## config.mk

```make
export PLATFORM = sky130hd
export DESIGN_NAME = timed_serdes_io_port
export DESIGN_NICKNAME = d
export VERILOG_FILES = /design/src/shared/serdes_io_pkg.sv /design/src/hdl/timed_serdes_io_port.sv
export SDC_FILE = /design/constraint.sdc
export NUM_CORES = 1
export LEC_CHECK = 0
export BUFFER_PORTS_ARGS = -buffer_cell sky130_fd_sc_hd__buf_2
export CAP_MARGIN = 20
export CORE_MARGIN = 1
export CORE_UTILIZATION = 50
export DETAILED_ROUTE_END_ITERATION = 10
export PLACE_DENSITY = 0.69
export SETUP_SLACK_MARGIN = 0.02
export SYNTH_ARGS = -nofsm -noshare
export SYNTH_HDL_FRONTEND = slang
export SYNTH_SLANG_ARGS = --single-unit
```

## constraint.sdc

```tcl
create_clock -name clk_i -period 5 [get_ports clk_i]
set_clock_uncertainty 0.2 [all_clocks]
set_input_delay 0.25 -clock clk_i [delete_from_list [all_inputs] [get_ports clk_i]]
set_output_delay 0.25 -clock clk_i [all_outputs]
set_load 0.05 [all_outputs]
```

## src/shared/serdes_io_pkg.sv

```systemverilog
// constants, field layouts and carrier types for the timed serdes i/o port
// assumes a single clock domain and a plain single-cycle register port
package serdes_io_pkg;
    localparam int PORT_W_DEF = 4;
    localparam int XFER_W_DEF = 32;
    localparam int CNT_W = 16;
    localparam int NUM_CLK_BLOCKS = 6;
    localparam int REF_CLK_MHZ = 100;
    localparam int ADDR_W = 3;
    localparam int DIV_W = 8;

    localparam logic [ADDR_W-1:0] REG_CTRL = 3'h0;
    localparam logic [ADDR_W-1:0] REG_DATA = 3'h1;
    localparam logic [ADDR_W-1:0] REG_COUNT = 3'h2;
    localparam logic [ADDR_W-1:0] REG_TSTAMP = 3'h3;
    localparam logic [ADDR_W-1:0] REG_TIME = 3'h4;
    localparam logic [ADDR_W-1:0] REG_COND = 3'h5;
    localparam logic [ADDR_W-1:0] REG_STATUS = 3'h6;

    localparam int ST_TX_FULL = 0;
    localparam int ST_RX_VALID = 1;
    localparam int ST_WAIT = 2;
    localparam int ST_OWNED = 3;

    typedef enum logic [1:0] {
        COND_NONE,
        COND_EQ,
        COND_NE,
        COND_RSV
    } cond_mode_t;

    // msb first: div, timed, cond_mode, clk_sel, strobe_en, oc, dir_out, enable
    typedef struct packed {
        logic [DIV_W-1:0] div;
        logic timed;
        cond_mode_t cond_mode;
        logic [2:0] clk_sel;
        logic strobe_en;
        logic oc;
        logic dir_out;
        logic enable;
    } ctrl_t;

    localparam int CTRL_W = $bits(ctrl_t);
    localparam ctrl_t CTRL_RST = '0;
    localparam logic [CNT_W-1:0] CNT_RST = 16'h0000;
endpackage

```

## src/hdl/timed_serdes_io_port.sv

```systemverilog
// one timed serialising i/o port with its clock block selection and pin sharing
// assumes pins, strobes and external clocks are synchronous to clk_i
//
// Decided for this implementation: the strobed register port and the register offsets.
`timescale 1ns/1ps
module timed_serdes_io_port #(
    parameter int PORT_W = serdes_io_pkg::PORT_W_DEF,
    parameter int XFER_W = serdes_io_pkg::XFER_W_DEF
) (
    input wire logic clk_i,
    input wire logic rst_i,
    input wire logic [serdes_io_pkg::ADDR_W-1:0] addr_i,
    input wire logic [31:0] wdata_i,
    input wire logic we_i,
    input wire logic re_i,
    output logic [31:0] rdata_o,
    input wire logic [PORT_W-1:0] pin_i,
    output logic [PORT_W-1:0] pin_o,
    output logic [PORT_W-1:0] pin_oe_n_o,
    output logic pulldown_en_o,
    input wire logic inbound_strobe_i,
    output logic outbound_strobe_o,
    input wire logic [serdes_io_pkg::NUM_CLK_BLOCKS-2:0] ext_clk_i,
    input wire logic link_enable_i,
    input wire logic [PORT_W-1:0] narrow_claim_i,
    output logic event_o
);
    localparam int RATIO = XFER_W / PORT_W;
    localparam int SW = $clog2(RATIO) + 1;
    localparam logic [SW-1:0] SLOTS = SW'(RATIO);
    localparam int CNT_W = serdes_io_pkg::CNT_W;

    // widths the serdes cannot serve are refused
    initial begin
        if (!(PORT_W inside {1, 4, 8, 16, 32}) || XFER_W > 32 || XFER_W % PORT_W != 0) begin
            $error("unsupported port or transfer width");
        end
    end

    ////////////////////////////////////////////////////////////////////////////
    // state
    serdes_io_pkg::ctrl_t ctrl_q, ctrl_d;
    logic [CNT_W-1:0] count_q, count_d, time_q, time_d, tstamp_q, tstamp_d;
    logic [PORT_W-1:0] cond_q, cond_d, pin_val_q, pin_val_d;
    logic [PORT_W-1:0] pin_q, pin_d, oe_n_q, oe_n_d;
    logic [XFER_W-1:0] tr_q, tr_d, oshift_q, oshift_d, ishift_q, ishift_d, rx_q, rx_d;
    logic [SW-1:0] oleft_q, oleft_d, icnt_q, icnt_d;
    logic tx_full_q, tx_full_d, rx_valid_q, rx_valid_d, wait_q, wait_d;
    logic strobe_q, strobe_d, event_q, event_d, pd_q, pd_d;
    logic [serdes_io_pkg::NUM_CLK_BLOCKS-2:0] ext_prev_q, ext_prev_d;
    logic [serdes_io_pkg::DIV_W-1:0] div_cnt_q, div_cnt_d;
    logic [31:0] rdata_q, rdata_d;

    logic owned, src_edge, tick, at_time, cond_ok, load_fire, rx_set, sample;
    logic [PORT_W-1:0] avail, pins_in;
    logic [serdes_io_pkg::NUM_CLK_BLOCKS-2:0] ext_rise;
    logic [2:0] ext_idx;

    ////////////////////////////////////////////////////////////////////////////
    // clock block selection and port tick
    always_comb begin
        ext_rise = ext_clk_i & ~ext_prev_q;
        ext_prev_d = ext_clk_i;
        ext_idx = 3'(ctrl_q.clk_sel - 3'h1);
        // block zero is the reference clock: one tick per clk_i edge
        if (ctrl_q.clk_sel == 3'h0) begin
            src_edge = 1'b1;
        end else if (ctrl_q.clk_sel < 3'(serdes_io_pkg::NUM_CLK_BLOCKS)) begin
            src_edge = ext_rise[ext_idx];
        end else begin
            src_edge = 1'b0;
        end
        // divide by div+1 for external sources; div of zero passes edges through
        tick = src_edge && (ctrl_q.clk_sel == 3'h0 || div_cnt_q == ctrl_q.div);
        div_cnt_d = div_cnt_q;
        if (src_edge && ctrl_q.clk_sel != 3'h0) begin
            div_cnt_d = (div_cnt_q == ctrl_q.div) ? '0 : div_cnt_q + 1'b1;
        end
        count_d = tick ? count_q + 1'b1 : count_q;
    end

    ////////////////////////////////////////////////////////////////////////////
    // pin ownership
    always_comb begin
        owned = ctrl_q.enable && !link_enable_i;
        // a narrower port's claim removes only its own pins from this port
        avail = owned ? ~narrow_claim_i : '0;
        pins_in = pin_i & avail;
        at_time = !ctrl_q.timed || count_q == time_q;
        case (ctrl_q.cond_mode)
            serdes_io_pkg::COND_EQ: cond_ok = pins_in == cond_q;
            serdes_io_pkg::COND_NE: cond_ok = pins_in != cond_q;
            default: cond_ok = 1'b1;
        endcase
    end

    ////////////////////////////////////////////////////////////////////////////
    // serdes, transfer registers and register port
    always_comb begin
        ctrl_d = ctrl_q;
        time_d = time_q;
        cond_d = cond_q;
        tr_d = tr_q;
        tx_full_d = tx_full_q;
        oshift_d = oshift_q;
        oleft_d = oleft_q;
        pin_val_d = pin_val_q;
        ishift_d = ishift_q;
        icnt_d = icnt_q;
        rx_d = rx_q;
        rx_valid_d = rx_valid_q;
        wait_d = wait_q;
        tstamp_d = tstamp_q;
        strobe_d = 1'b0;
        event_d = 1'b0;
        load_fire = 1'b0;
        rx_set = 1'b0;
        sample = 1'b0;
        rdata_d = '0;

        // outbound: one port-width slice per tick, lsb slice first
        if (tick && owned && ctrl_q.dir_out) begin
            if (oleft_q != '0) begin
                pin_val_d = oshift_q[PORT_W-1:0];
                oshift_d = oshift_q >> PORT_W;
                oleft_d = oleft_q - 1'b1;
                strobe_d = 1'b1;
            end else if (tx_full_q && at_time) begin
                load_fire = 1'b1;
                pin_val_d = tr_q[PORT_W-1:0];
                oshift_d = tr_q >> PORT_W;
                oleft_d = SLOTS - 1'b1;
                tx_full_d = 1'b0;
                tstamp_d = count_q;
                strobe_d = 1'b1;
            end
        end

        // inbound: optional wait for a pin condition, optional strobe qualify
        if (tick && owned && !ctrl_q.dir_out) begin
            if (wait_q && cond_ok) begin
                wait_d = 1'b0;
            end
            sample = (!wait_q || cond_ok) && (!ctrl_q.strobe_en || inbound_strobe_i)
                && (icnt_q != '0 || at_time);
            if (sample) begin
                ishift_d = (ishift_q >> PORT_W) | (XFER_W'(pins_in) << (XFER_W - PORT_W));
                if (icnt_q == SLOTS - 1'b1) begin
                    icnt_d = '0;
                    rx_set = 1'b1;
                    rx_d = (ishift_q >> PORT_W) | (XFER_W'(pins_in) << (XFER_W - PORT_W));
                    tstamp_d = count_q;
                    event_d = 1'b1;
                end else begin
                    icnt_d = icnt_q + 1'b1;
                end
            end
        end

        // register writes; a write to a full transfer register is dropped
        if (we_i) begin
            case (addr_i)
                serdes_io_pkg::REG_CTRL: begin
                    ctrl_d = serdes_io_pkg::ctrl_t'(wdata_i[serdes_io_pkg::CTRL_W-1:0]);
                    // a condition mode other than none arms the wait
                    wait_d = ctrl_d.cond_mode != serdes_io_pkg::COND_NONE;
                    oleft_d = '0;
                    icnt_d = '0;
                end
                serdes_io_pkg::REG_DATA: begin
                    if (!tx_full_q) begin
                        tr_d = wdata_i[XFER_W-1:0];
                        tx_full_d = 1'b1;
                    end
                end
                serdes_io_pkg::REG_TIME: time_d = wdata_i[CNT_W-1:0];
                serdes_io_pkg::REG_COND: cond_d = wdata_i[PORT_W-1:0];
                default: ;
            endcase
        end

        // register reads; reading data clears valid, a new word in the same cycle wins
        if (re_i) begin
            case (addr_i)
                serdes_io_pkg::REG_CTRL: rdata_d = 32'(ctrl_q);
                serdes_io_pkg::REG_DATA: begin
                    rdata_d = 32'(rx_q);
                    rx_valid_d = 1'b0;
                end
                serdes_io_pkg::REG_COUNT: rdata_d = 32'(count_q);
                serdes_io_pkg::REG_TSTAMP: rdata_d = 32'(tstamp_q);
                serdes_io_pkg::REG_TIME: rdata_d = 32'(time_q);
                serdes_io_pkg::REG_COND: rdata_d = 32'(cond_q);
                serdes_io_pkg::REG_STATUS: begin
                    rdata_d[serdes_io_pkg::ST_TX_FULL] = tx_full_q;
                    rdata_d[serdes_io_pkg::ST_RX_VALID] = rx_valid_q;
                    rdata_d[serdes_io_pkg::ST_WAIT] = wait_q;
                    rdata_d[serdes_io_pkg::ST_OWNED] = owned;
                end
                default: rdata_d = '0;
            endcase
        end
        if (rx_set) begin
            rx_valid_d = 1'b1;
        end
        pd_d = !ctrl_d.enable;
    end

    ////////////////////////////////////////////////////////////////////////////
    // pin drivers; one direction for the whole port
    for (genvar b = 0; b < PORT_W; b++) begin : g_pin
        always_comb begin
            if (ctrl_d.oc) begin
                pin_d[b] = 1'b0;
                oe_n_d[b] = !(avail[b] && ctrl_d.dir_out && !pin_val_d[b]);
            end else begin
                pin_d[b] = pin_val_d[b];
                oe_n_d[b] = !(avail[b] && ctrl_d.dir_out);
            end
        end
    end

    ////////////////////////////////////////////////////////////////////////////
    // registers
    always_ff @(posedge clk_i) begin
        if (rst_i) begin
            ctrl_q <= serdes_io_pkg::CTRL_RST;
            count_q <= serdes_io_pkg::CNT_RST;
            time_q <= serdes_io_pkg::CNT_RST;
            tstamp_q <= serdes_io_pkg::CNT_RST;
            cond_q <= '0;
            pin_val_q <= '0;
            pin_q <= '0;
            oe_n_q <= '1;
            tr_q <= '0;
            oshift_q <= '0;
            ishift_q <= '0;
            rx_q <= '0;
            oleft_q <= '0;
            icnt_q <= '0;
            tx_full_q <= 1'b0;
            rx_valid_q <= 1'b0;
            wait_q <= 1'b0;
            strobe_q <= 1'b0;
            event_q <= 1'b0;
            pd_q <= 1'b1;
            ext_prev_q <= '0;
            div_cnt_q <= '0;
            rdata_q <= '0;
        end else begin
            ctrl_q <= ctrl_d;
            count_q <= count_d;
            time_q <= time_d;
            tstamp_q <= tstamp_d;
            cond_q <= cond_d;
            pin_val_q <= pin_val_d;
            pin_q <= pin_d;
            oe_n_q <= oe_n_d;
            tr_q <= tr_d;
            oshift_q <= oshift_d;
            ishift_q <= ishift_d;
            rx_q <= rx_d;
            oleft_q <= oleft_d;
            icnt_q <= icnt_d;
            tx_full_q <= tx_full_d;
            rx_valid_q <= rx_valid_d;
            wait_q <= wait_d;
            strobe_q <= strobe_d;
            event_q <= event_d;
            pd_q <= pd_d;
            ext_prev_q <= ext_prev_d;
            div_cnt_q <= div_cnt_d;
            rdata_q <= rdata_d;
        end
    end

    assign rdata_o = rdata_q;
    assign pin_o = pin_q;
    assign pin_oe_n_o = oe_n_q;
    assign pulldown_en_o = pd_q;
    assign outbound_strobe_o = strobe_q;
    assign event_o = event_q;
endmodule

```

Word-level counts from Yosys, hierarchy flattened
Index checks and enable logic that the tools add are counted.
- bits in registers: 269
- equality and inequality tests: 13
- reductions and logical operators: 61
- multiplexer cells: 54
- $lt $le $gt $ge: 2
- $add $sub $neg: 5
- bitwise gates (word level): 8
- operators by type and width (operator ; count):
    one-hot mux 28 bit (5 select lines) ; 1
    2-to-1 mux 16 bit ; 6
    2-to-1 mux 32 bit ; 2
    2-to-1 mux 4 bit ; 14
    bitwise OR 28 x 32 -> 32 bit ; 1
    one-hot mux 4 bit (7 select lines) ; 1
    2-to-1 mux 1 bit ; 25
    logical AND 1 bit ; 18
    logical NOT 1 bit ; 18
    adder 16 x 1 -> 16 bit (second input constant) ; 1
    == test 16 bit ; 1
    AND reduction 2 bit ; 6
    == test 3 bit (second input constant) ; 3
    adder 8 x 1 -> 8 bit (second input constant) ; 1
    == test 8 bit ; 1
    2-to-1 mux 8 bit ; 1
    nonzero test 2 bit ; 4
    nonzero test 4 bit ; 2
    == test 3 x 2 -> 1 bit (second input constant) ; 2
    logical NOT 3 bit ; 2
    2-to-1 mux 3 bit ; 2
    AND reduction 3 bit ; 2
    OR reduction 2 bit ; 3
    bitwise AND 5 bit ; 1
    other kinds (19) ; 25

Longest topological paths before layout
Gate-level depths: netlist of the first run.
- depth after elaboration: 14
- mapped depth: 11
- gate-level depth less buffers: 9

Worst setup path after synthesis of the first run
Ideal clock, no wire load.
- path kind: reg-to-reg
- from: reg ctrl_q[4] (netlist bit)
- to: reg count_q[11]
- cell stages (with the launch flop): 10
- path slack: 2250 ps
- library setup time: 123 ps
- buffers on the path: 1
- arrival time: 2427 ps
- period minus slack after synthesis: 2750 ps
- cell sequence: dfxtp_1 -> inv_1 -> ha_1 -> mux4_2 -> o21ai_2 -> a31oi_4 -> buf_4 -> a211oi_4 -> nand4_1 -> mux2_1
- word-level cells in the longest chain between the ends: 6
- elaborated cells between the ends (all ways): 9
- those cells by class: 1 x add/sub; 1 x order compare; 4 x mux; 3 x reduce/logical
- RTL lines (element ; line ; source):
    start, declared ; timed_serdes_io_port.sv:42 ; serdes_io_pkg::ctrl_t ctrl_q, ctrl_d;
    start signal, assigned ; timed_serdes_io_port.sv:227 ; ctrl_q <= serdes_io_pkg::CTRL_RST;
    start signal, assigned ; timed_serdes_io_port.sv:251 ; ctrl_q <= ctrl_d;
    subtractor 3 x 1 -> 3 bit ; timed_serdes_io_port.sv:64 ; ext_idx = 3'(ctrl_q.clk_sel - 3'h1);
    binary-select mux 1 bit (select 3 bit) ; timed_serdes_io_port.sv:69 ; src_edge = ext_rise[ext_idx];
    2-to-1 mux 1 bit (not written as such) ; timed_serdes_io_port.sv:69 ;
    2-to-1 mux 1 bit ; timed_serdes_io_port.sv:68 ; end else if (ctrl_q.clk_sel < 3'(serdes_io_pkg::NUM_CLK_BLOCKS)) begin
    2-to-1 mux 1 bit ; timed_serdes_io_port.sv:66 ; if (ctrl_q.clk_sel == 3'h0) begin
    logical AND 1 bit * ; timed_serdes_io_port.sv:74 ; tick = src_edge && (ctrl_q.clk_sel == 3'h0 || div_cnt_q == ctrl_q.div);
    end signal, assigned ; timed_serdes_io_port.sv:228 ; count_q <= serdes_io_pkg::CNT_RST;
    end signal, assigned ; timed_serdes_io_port.sv:252 ; count_q <= count_d;
    end, declared ; timed_serdes_io_port.sv:43 ; logic [CNT_W-1:0] count_q, count_d, time_q, time_d, tstamp_q, tstamp_d;
Mark *: on every way between the ends. The rest lies on a longest branch, timed or not. The select of a mux whose other input is x is not followed.
A chain may end at the register's enable or synchronous reset.

Final worst setup path of the first run
- from: reg ctrl_q[4] (netlist bit)
- to: reg pin_q[1] (netlist: pin_o[1])
- word-level cells in the longest chain between the ends: 9
- elaborated cells between the ends (all ways): 12
- those cells by class: 1 x add/sub; 1 x order compare; 5 x mux; 5 x reduce/logical
- RTL lines (element ; line ; source):
    subtractor 3 x 1 -> 3 bit ; timed_serdes_io_port.sv:64 ;
    binary-select mux 1 bit (select 3 bit) ; timed_serdes_io_port.sv:69 ;
    2-to-1 mux 1 bit (not written as such) ; timed_serdes_io_port.sv:69 ;
    2-to-1 mux 1 bit ; timed_serdes_io_port.sv:68 ;
    2-to-1 mux 1 bit ; timed_serdes_io_port.sv:66 ;
    logical AND 1 bit * ; timed_serdes_io_port.sv:74 ;
    logical AND 1 bit * (2 in a row) ; timed_serdes_io_port.sv:122 ; if (tick && owned && ctrl_q.dir_out) begin
    2-to-1 mux 4 bit * ; timed_serdes_io_port.sv:122 ;
    end signal, assigned ; timed_serdes_io_port.sv:257 ; pin_q <= pin_d;
    end, declared ; timed_serdes_io_port.sv:45 ; logic [PORT_W-1:0] pin_q, pin_d, oe_n_q, oe_n_d;
Marked as above.

==> summary.md, run 1 <==
| Metric | Value |
|---|---|
| Clk slew on worst S/H paths | `0.06 ns` |
| Io pins | `97` |
| TritonCTS clock tree | `done` |
| Area after DPL | `0.0119 mm²` |
| GRT Resource Usage Total | `0.258` |
| Die footprint | `0.0232 mm²` |
| Failing checks | `design-rule violations` |
| Iter 0 DRT Violations | `798` |
| Period utilization | `0.658` |
| Worst setup margin | `1.71 ns` |
| Slowest stage cell on the critical path | `buf_4` |
| Crit. End Element | `register` |
| Drt pass-1 iters | `8` |
| Fin Setup TNS | `0 ns` |
| R2R depth | `9` |
| Crit Path Max Fanout | `55` |
| Crit path cell chain | `inv_1, ha_1, mux4_2, o21ai_2, nand3_4, a221oi_4, buf_4, a2bb2oi_1, and2_1` |
| Total CTS buffers | `28` |
| Worst r2r src | `ctrl_q[4]` |
| P_int | `0.00337 W` |
| Syn avg cell area | `8.67 µm²` |
| Number of gates resized after CTS | `0` |
| Async SR Flop Fraction | `0` |
| Flops & latches, synth | `261` |
| Netlist cell types | `65` |
| Clk root buf | `clkbuf_16` |
| Syn nets | `1,363` |
| Worst-case clock buffer depth | `3` |
| Post-Layout Cell Count | `1,686` |
| CP required | `5.27 ns` |
| EDFF count, synth | `0` |
| Arrival time worst endpoint | `3.56 ns` |
| IO buf count | `96` |
| CP startpoint | `ctrl_q[4]` |
| Most frequent cells in the layout | `261 x dfxtp_1, 210 x nand2_1, 140 x a21oi_1` |
| Primary FF master, synth | `dfxtp_1` |
| PwrDens | `330 mW/mm²` |
| Vias per cell | `5.79` |
| Layout overhead on the synthesized area | `17.6%` |
| Row count | `54` |
| Worst skew pair latency | `0.53 ns` |
| Post-CTS Setup Bufs | `0` |
| Leakage | `4.82 nW` |
| # diodes | `0` |
| Measured slew at the worst slew-check pin | `1.14 ns` |
| Part of the power in registers | `0.485` |
| DP Wirelength | `19,600 µm` |
| Final Max Slew Viols | `0` |
| Core area | `0.0220 mm²` |
| Design Area, Final | `0.0133 mm²` |
| Min Clock Period, post-route | `3.29 ns` |
| Die height | `152 µm` |
| Outcome | `finished with violations` |
| WL final | `30,500 µm` |
| Critical path capture point | `pin_o[1]` |
| Synth warn | `0` |
| Largest stage delay, worst path | `0.50 ns` |
| Placed Cells | `1,589` |
| Max-cap viol count | `0` |
| Hold path depth | `2` |
| Avg WL per Cell | `18.1 µm` |
| Hold Fails Final Rpt | `0` |
| Drt drc | `6` |
| Worst min path class | `in2reg` |
| RSZ-0062 raised after global routing | `false` |
| H-tree depth | `1` |
| Via count of the routed design | `9,756` |
| Clk pwr share | `0.458` |
| First-pass GRT wire length | `48,800 µm` |
| Post-route core utilization | `0.604` |
| Grt total ovfl | `0` |
| Sink Count | `261` |
| Post-layout nets | `1,449` |
| Gate power share | `0.058` |
| Final ANT Viol Nets | `0` |
| Setup CP Type | `reg2reg` |
| Starting density of the core | `0.514` |
| Largest net degree at the start of global routing | `92` |
| Synthesized area | `0.0113 mm²` |
| Sw frac | `0.230` |
| NetSw | `0.00101 W` |
| Worst slew margin | `0.239` |
| Commonest non-fill, non-tap cell in the layout | `dfxtp_1` |
| Register area share after synthesis | `0.463` |
| Initial antenna violation count | `1` |
| Die Wd | `152 µm` |
| Worst reg2reg path endpoint | `pin_o[1]` |
| Fmax | `304 MHz` |
| Post-Syn Instances | `1,300` |
| Vias in the first global route | `9,004` |
| Share of cells above drive strength 1 | `0.153` |
| # setup viols final | `0` |
| Startpoint Class | `register` |
| Setup Slack @ Placement | `1.67 ns` |
| Routability congestion estimate from global placement | `0.862` |
| Worst VDD drop | `0.201 mV` |
| Flop2flop setup slack | `1.71 ns` |
## power by group through the flow
| stage | clock network [W] | logic [W] | registers (W) |
|---|---|---|---|
| after floorplan | 0 | 0.000141 | 0.00216 |
| after global placement | 0 | 0.000215 | 0.00216 |
| after detailed placement | 0 | 0.000218 | 0.00216 |
| after CTS | 0.00203 | 0.000245 | 0.00212 |
| after global routing | 0.00211 | 0.000271 | 0.00212 |
| final | 0.00200 | 0.000252 | 0.00212 |
## flip-flops by register name, summed over array words and instances, names as in the netlist, 5 cells and up
signal / count
count_q: 16
ctrl_q: 18
div_cnt_q: 8
ext_prev_q: 5
ishift_q: 28
oshift_q: 28
rdata_o: 32
rx_q: 32
time_q: 16
tr_q: 32
tstamp_q: 16
## cells by family (layout without fill, tap and decap cells)
group	count (synthesis)	after routing	synth area share
buf+inv	118	224	0.0427
xor+xnor	35	35	0.0279
simple gates	503	503	0.210
compound gates	317	317	0.186
mux	57	57	0.0601
fa+ha+maj	9	9	0.00999
flops	261	261	0.463
## routing by layer
layer | GRT usage | routed length, µm | part of all wire
met5 | 0 | 8 | 0.00026
met3 | 0.0455 | 2220 | 0.073
met4 | 0.0666 | 753 | 0.025
met2 | 0.410 | 13900 | 0.46
met1 | 0.363 | 13600 | 0.45
## repair_timing
item	in CTS	in global routing
hold endpoints to repair	84	0
hold buffers	44	0
setup endpoints to repair	0	0
## cell type report
type	count	area, µm²
fill	1920	8700
multi-input combinational	921	5590
sequential	261	5230
timing repair buffer	161	1140
clock buffer	41	851
tap	280	350
clock inverter	9	48.8
inverter	13	48.8
## worst max-delay path, delay by kind of cell (launching register included)
family	cells	cell delay [ns]
adders and majority gates	1	0.31
AOI/OAI and AO/OA	3	0.90
muxes	1	0.33
buffers and inverters	2	0.59
and+or+nand+nor	2	0.45
DFF	1	0.42
## cells in the mapped netlist, drive strengths merged, types with 3 or more instances
| cell | count | area (µm²) |
|---|---|---|
| or3 | 4 | 25.0 |
| nand4 | 43 | 269 |
| nor3 | 5 | 25.0 |
| o21ai | 36 | 188 |
| mux2i | 22 | 220 |
| nand2b | 30 | 188 |
| a2bb2oi | 4 | 35.0 |
| o22ai | 14 | 87.6 |
| a311oi | 27 | 236 |
| a211oi | 5 | 87.6 |
| nand2 | 210 | 788 |
| a211o | 5 | 43.8 |
| mux4 | 5 | 113 |
| nand3 | 41 | 218 |
| ha | 9 | 113 |
| buf | 22 | 121 |
| inv | 13 | 48.8 |
| nor2 | 89 | 334 |
| o21a | 3 | 22.5 |
| and3 | 6 | 37.5 |
| xor2 | 7 | 61.3 |
| a21o | 3 | 22.5 |
| a22oi | 24 | 180 |
| a21oi | 143 | 723 |
| mux2 | 30 | 345 |
| o31ai | 30 | 225 |
| a41o | 3 | 30.0 |
| a31oi | 7 | 58.8 |
| nor4 | 3 | 18.8 |
| xnor2 | 28 | 253 |
| clkbuf | 83 | 312 |
| and2 | 29 | 181 |
| nor2b | 33 | 206 |
| dfxtp | 261 | 5230 |
## per-stage QoR
stage / hold slack [ns] / power (W)
finish: 0.0237 / 0.00437
floorplan: 0.144 / 0.00230
global placement: 0.243 / 0.00238
detailed placement: 0.231 / 0.00238
global route: 0.0423 / 0.00450
CTS: 0.00798 / 0.00439
## worst min path at each step
stage	from	endpoint	slack [ns]
3_5_place_dp	rx_q[21]	rdata_o[21]	0.23
2_1_floorplan	narrow_claim_i[0]	pin_oe_n_o[0]	0.14
4_1_cts	rst_i	ext_prev_q[1]	0.008
5_1_grt	rst_i	ext_prev_q[3]	0.04
6_report	rst_i	ctrl_q[9]	0.02
3_3_place_gp	tr_q[3]	tr_q[3]	0.24
Note: power is estimated with default switching activity, not from simulation.
==> inputs of run 2 (changes only) <==
--- a/config.mk
+++ b/config.mk
@@ -5,12 +5,13 @@
 export SDC_FILE = /design/constraint.sdc
 export NUM_CORES = 1
 export LEC_CHECK = 0
+export ABC_AREA = 1
 export BUFFER_PORTS_ARGS = -buffer_cell sky130_fd_sc_hd__buf_2
 export CAP_MARGIN = 20
 export CORE_MARGIN = 1
 export CORE_UTILIZATION = 50
 export DETAILED_ROUTE_END_ITERATION = 10
-export PLACE_DENSITY = 0.69
+export PLACE_DENSITY = 0.72
 export SETUP_SLACK_MARGIN = 0.02
 export SYNTH_ARGS = -nofsm -noshare
 export SYNTH_HDL_FRONTEND = slang
==> constraint.sdc (replaced) <==
create_clock -name clk_i -period 3 [get_ports clk_i]
set_clock_uncertainty 0.2 [all_clocks]
set_input_delay 0.15 -clock clk_i [delete_from_list [all_inputs] [get_ports clk_i]]
set_output_delay 0.15 -clock clk_i [all_outputs]
set_load 0.05 [all_outputs]
==> summary.md, run 2 <==
| Metric | Value |
|---|---|
| R2R depth | `12 (was 9)` |
| TritonCTS clock tree | `done (unchanged)` |
| Cell taking the most area after synthesis | `dfxtp_1 (unchanged)` |
| Largest net degree at the start of global routing | `61 (was 92)` |
| Flops & latches, synth | `261 (unchanged)` |
| Max-cap viol count | `0 (unchanged)` |
| Worst slew margin | `0.292 (was 0.239)` |
| Final Max Slew Viols | `0 (unchanged)` |
| Total CTS buffers | `28 (unchanged)` |
| Vias per cell | `5.30 (was 5.79)` |
| PwrDens | `574 mW/mm² (was 330 mW/mm²)` |
| Crit. End Element | `register (unchanged)` |
| Placed Cells | `1,837 (was 1,589)` |
| Die height | `149 µm (was 152 µm)` |
| Hold EP | `rdata_o[20] (was ctrl_q[9])` |
| Post-Syn Instances | `1,507 (was 1,300)` |
| Share of cells above drive strength 1 | `0.124 (was 0.153)` |
| Hold Fails Final Rpt | `0 (unchanged)` |
| Final ANT Viol Nets | `0 (unchanged)` |
| Via count of the routed design | `10,300 (was 9,756)` |
| # diodes | `0 (unchanged)` |
| NetSw | `0.00167 W (was 0.00101 W)` |
| Fmax | `359 MHz (was 304 MHz)` |
| Worst min path class | `in2reg (unchanged)` |
| Avg WL per Cell | `15.4 µm (was 18.1 µm)` |
| Multi-input logic area | `0.00487 mm² (was 0.00559 mm²)` |
| Worst VDD drop | `0.459 mV (was 0.201 mV)` |
| Die footprint | `0.0222 mm² (was 0.0232 mm²)` |
| Layout overhead on the synthesized area | `21.4% (was 17.6%)` |
| IO buf count | `96 (unchanged)` |
| Measured slew at the worst slew-check pin | `1.06 ns (was 1.14 ns)` |
| Drt pass-1 iters | `5 (was 8)` |
| First-pass GRT wire length | `48,000 µm (was 48,800 µm)` |
| EDFF count, synth | `0 (unchanged)` |
| Routability congestion estimate from global placement | `0.941 (was 0.862)` |
| Row count | `53 (was 54)` |
| H-tree depth | `1 (unchanged)` |
| Grt total ovfl | `0 (unchanged)` |
| Top delay family on crit path | `simple AND/OR/NAND/NOR gates (was compound AO/OA/AOI/OAI gates)` |
| CP required | `3.27 ns (was 5.27 ns)` |
| Flop2flop setup slack | `0.21 ns (was 1.71 ns)` |
| Most common cell in the netlist | `nand2_1 (was dfxtp_1)` |
| Die Wd | `149 µm (was 152 µm)` |
| Period utilization | `0.929 (was 0.658)` |
| DP Wirelength | `19,800 µm (was 19,600 µm)` |
| Slowest stage cell on the critical path | `nor2_2 (was buf_4)` |
| Async SR Flop Fraction | `0 (unchanged)` |
| Vias in the first global route | `9,553 (was 9,004)` |
| Reg area | `0.00523 mm² (unchanged)` |
| Fin Setup TNS | `0 ns (unchanged)` |
| Synth area leaders | `dfxtp_1 48%, nand2_1 13%, nor2_1 10% (was dfxtp_1 46%, nand2_1 7.0%, a21oi_1 6.3%)` |
| Setup CP Type | `reg2reg (unchanged)` |
| Crit path cell chain | `inv_1, ha_1, xnor2_1, nand3b_1, nand2_1, nand3_1, nand2_2, nand3_4, nor2_2, nor2_2, nor2_1, nor2_1 (was inv_1, ha_1, mux4_2, o21ai_2, nand3_4, a221oi_4, buf_4, a2bb2oi_1, and2_1)` |
| Post-layout nets | `1,716 (was 1,449)` |
| WL final | `30,100 µm (was 30,500 µm)` |
| GRT Resource Usage Total | `0.270 (was 0.258)` |
| Commonest non-fill, non-tap cell in the layout | `nand2_1 (was dfxtp_1)` |
| Worst reg2reg path endpoint | `tstamp_q[6] (was pin_o[1])` |
| Register area share after synthesis | `0.483 (was 0.463)` |
| Sw frac | `0.221 (was 0.230)` |
| Worst r2r src | `ctrl_q[4] (unchanged)` |
| Leakage | `5.94 nW (was 4.82 nW)` |
| # setup viols final | `0 (unchanged)` |
| Largest stage delay, worst path | `0.58 ns (was 0.50 ns)` |
| Netlist cell types | `44 (was 65)` |
| Initial antenna violation count | `0 (was 1)` |
| Min Clock Period, post-route | `2.79 ns (was 3.29 ns)` |
| RSZ-0062 raised after global routing | `false (unchanged)` |
| Hold path depth | `5 (was 2)` |
| Outcome | `finished clean (was finished with violations)` |
| P_int | `0.00587 W (was 0.00337 W)` |
| Syn avg cell area | `7.18 µm² (was 8.67 µm²)` |
| Clk slew on worst S/H paths | `0.06 ns (about the same)` |
| Synthesized area | `0.0108 mm² (was 0.0113 mm²)` |
| Syn nets | `1,570 (was 1,363)` |
| CP startpoint | `ctrl_q[4] (unchanged)` |
| Yosys top cell area share | `0.483 (was 0.463)` |
| WP buf/inv | `1 (was 2)` |
| Sink Count | `261 (unchanged)` |
| Clk pwr share | `0.470 (was 0.458)` |
| Synth warn | `0 (unchanged)` |
| Starting density of the core | `0.513 (was 0.514)` |
| Startpoint Class | `register (unchanged)` |
| Gate power share | `0.058 (about the same)` |
| Core area | `0.0211 mm² (was 0.0220 mm²)` |
| Drt drc | `0 (was 6)` |
| Primary FF master, synth | `dfxtp_1 (unchanged)` |
| Fill cells | `1,880 (was 1,920)` |
| Most frequent cells in the layout | `376 x nand2_1, 294 x nor2_1, 261 x dfxtp_1 (was 261 x dfxtp_1, 210 x nand2_1, 140 x a21oi_1)` |
| Crit Path Max Fanout | `15 (was 55)` |
| Io pins | `97 (unchanged)` |
| Synth top cells by count | `376 x nand2_1, 294 x nor2_1, 261 x dfxtp_1 (was 261 x dfxtp_1, 210 x nand2_1, 141 x a21oi_1)` |
| Arrival time worst endpoint | `3.06 ns (was 3.56 ns)` |
| Worst-case clock buffer depth | `3 (unchanged)` |
| Hold Crit Start | `addr_i[2] (was rst_i)` |
| Worst skew pair latency | `0.54 ns (was 0.53 ns)` |
| Part of the power in registers | `0.471 (was 0.485)` |
| Iter 0 DRT Violations | `698 (was 798)` |
| Post-Layout Cell Count | `1,947 (was 1,686)` |
| Clk root buf | `clkbuf_16 (unchanged)` |
[run 2: per-stage QoR]
stage               area, µm²   util  total power [W]  setup WS, ns  hold WS, ns
floorplan               10800      -          0.00385         0.759       0.0530
global placement        11600  0.548          0.00400         0.328        0.167
detailed placement      11600  0.548          0.00400         0.263        0.169
CTS                     13100  0.622          0.00758         0.234       0.0112
global route            13100  0.623          0.00776        0.0303       0.0528
finish                  13100  0.623          0.00754         0.214       0.0416
[run 2: timing repair]
action | CTS | global route
setup endpoints to repair | 0 | 4
setup buffers | 0 | 2
hold buffers | 59 | 0
gates resized for setup | 0 | 3
endpoints found under the hold margin | 120 | 0
[run 2: worst max-delay path by stage]
stage,endpoint,slack [ns],cells after the start
CTS,tstamp_q[6],0.23,12
floorplan,pin_oe_n_o[2],0.76,15
global placement,tstamp_q[6],0.33,13
global route,pin_oe_n_o[0],0.03,14
finish,tstamp_q[6],0.21,12
detailed placement,tstamp_q[6],0.26,12
[run 2: cell type report]
type / count / area share
Tap cell: 275 / 0.0262
Clock buffer: 46 / 0.0685
Multi-Input combinational cell: 1068 / 0.371
Timing Repair Buffer: 187 / 0.101
Sequential cell: 261 / 0.398
Inverter: 107 / 0.0311
Clock inverter: 3 / 0.00495
[run 2: power groups by stage]
stage               combinational (W)  sequential, W  clock [W]
floorplan                    0.000228        0.00363          0
global placement             0.000370        0.00363          0
detailed placement           0.000373        0.00363          0
CTS                          0.000427        0.00355    0.00359
global route                 0.000478        0.00356    0.00373
finish                       0.000439        0.00356    0.00355
[run 2: cell families after synthesis]
logic type	count (synthesis)	synth area share
buffers and inverters	178	0.0682
AO/OA/AOI/OAI	280	0.140
XOR/XNOR	14	0.0113
AND/OR/NAND/NOR	765	0.287
adder cells (fa/ha/maj)	9	0.0104
flip-flops	261	0.483
[run 2: metal layers]
layer,vias up,routed length (µm),global-route usage
met5,-,0,0
met4,0,824,0.0883
met3,61,2250,0.0410
met2,357,14000,0.456
met1,4787,13000,0.353
li1,5115,-,-
[run 2: tightest hold or removal path, stage by stage]
cell and delay (ns):
buf_2 0.17, nor3_2 0.07, buf_4 0.22, nand2_1 0.09
nor2_1 0.03
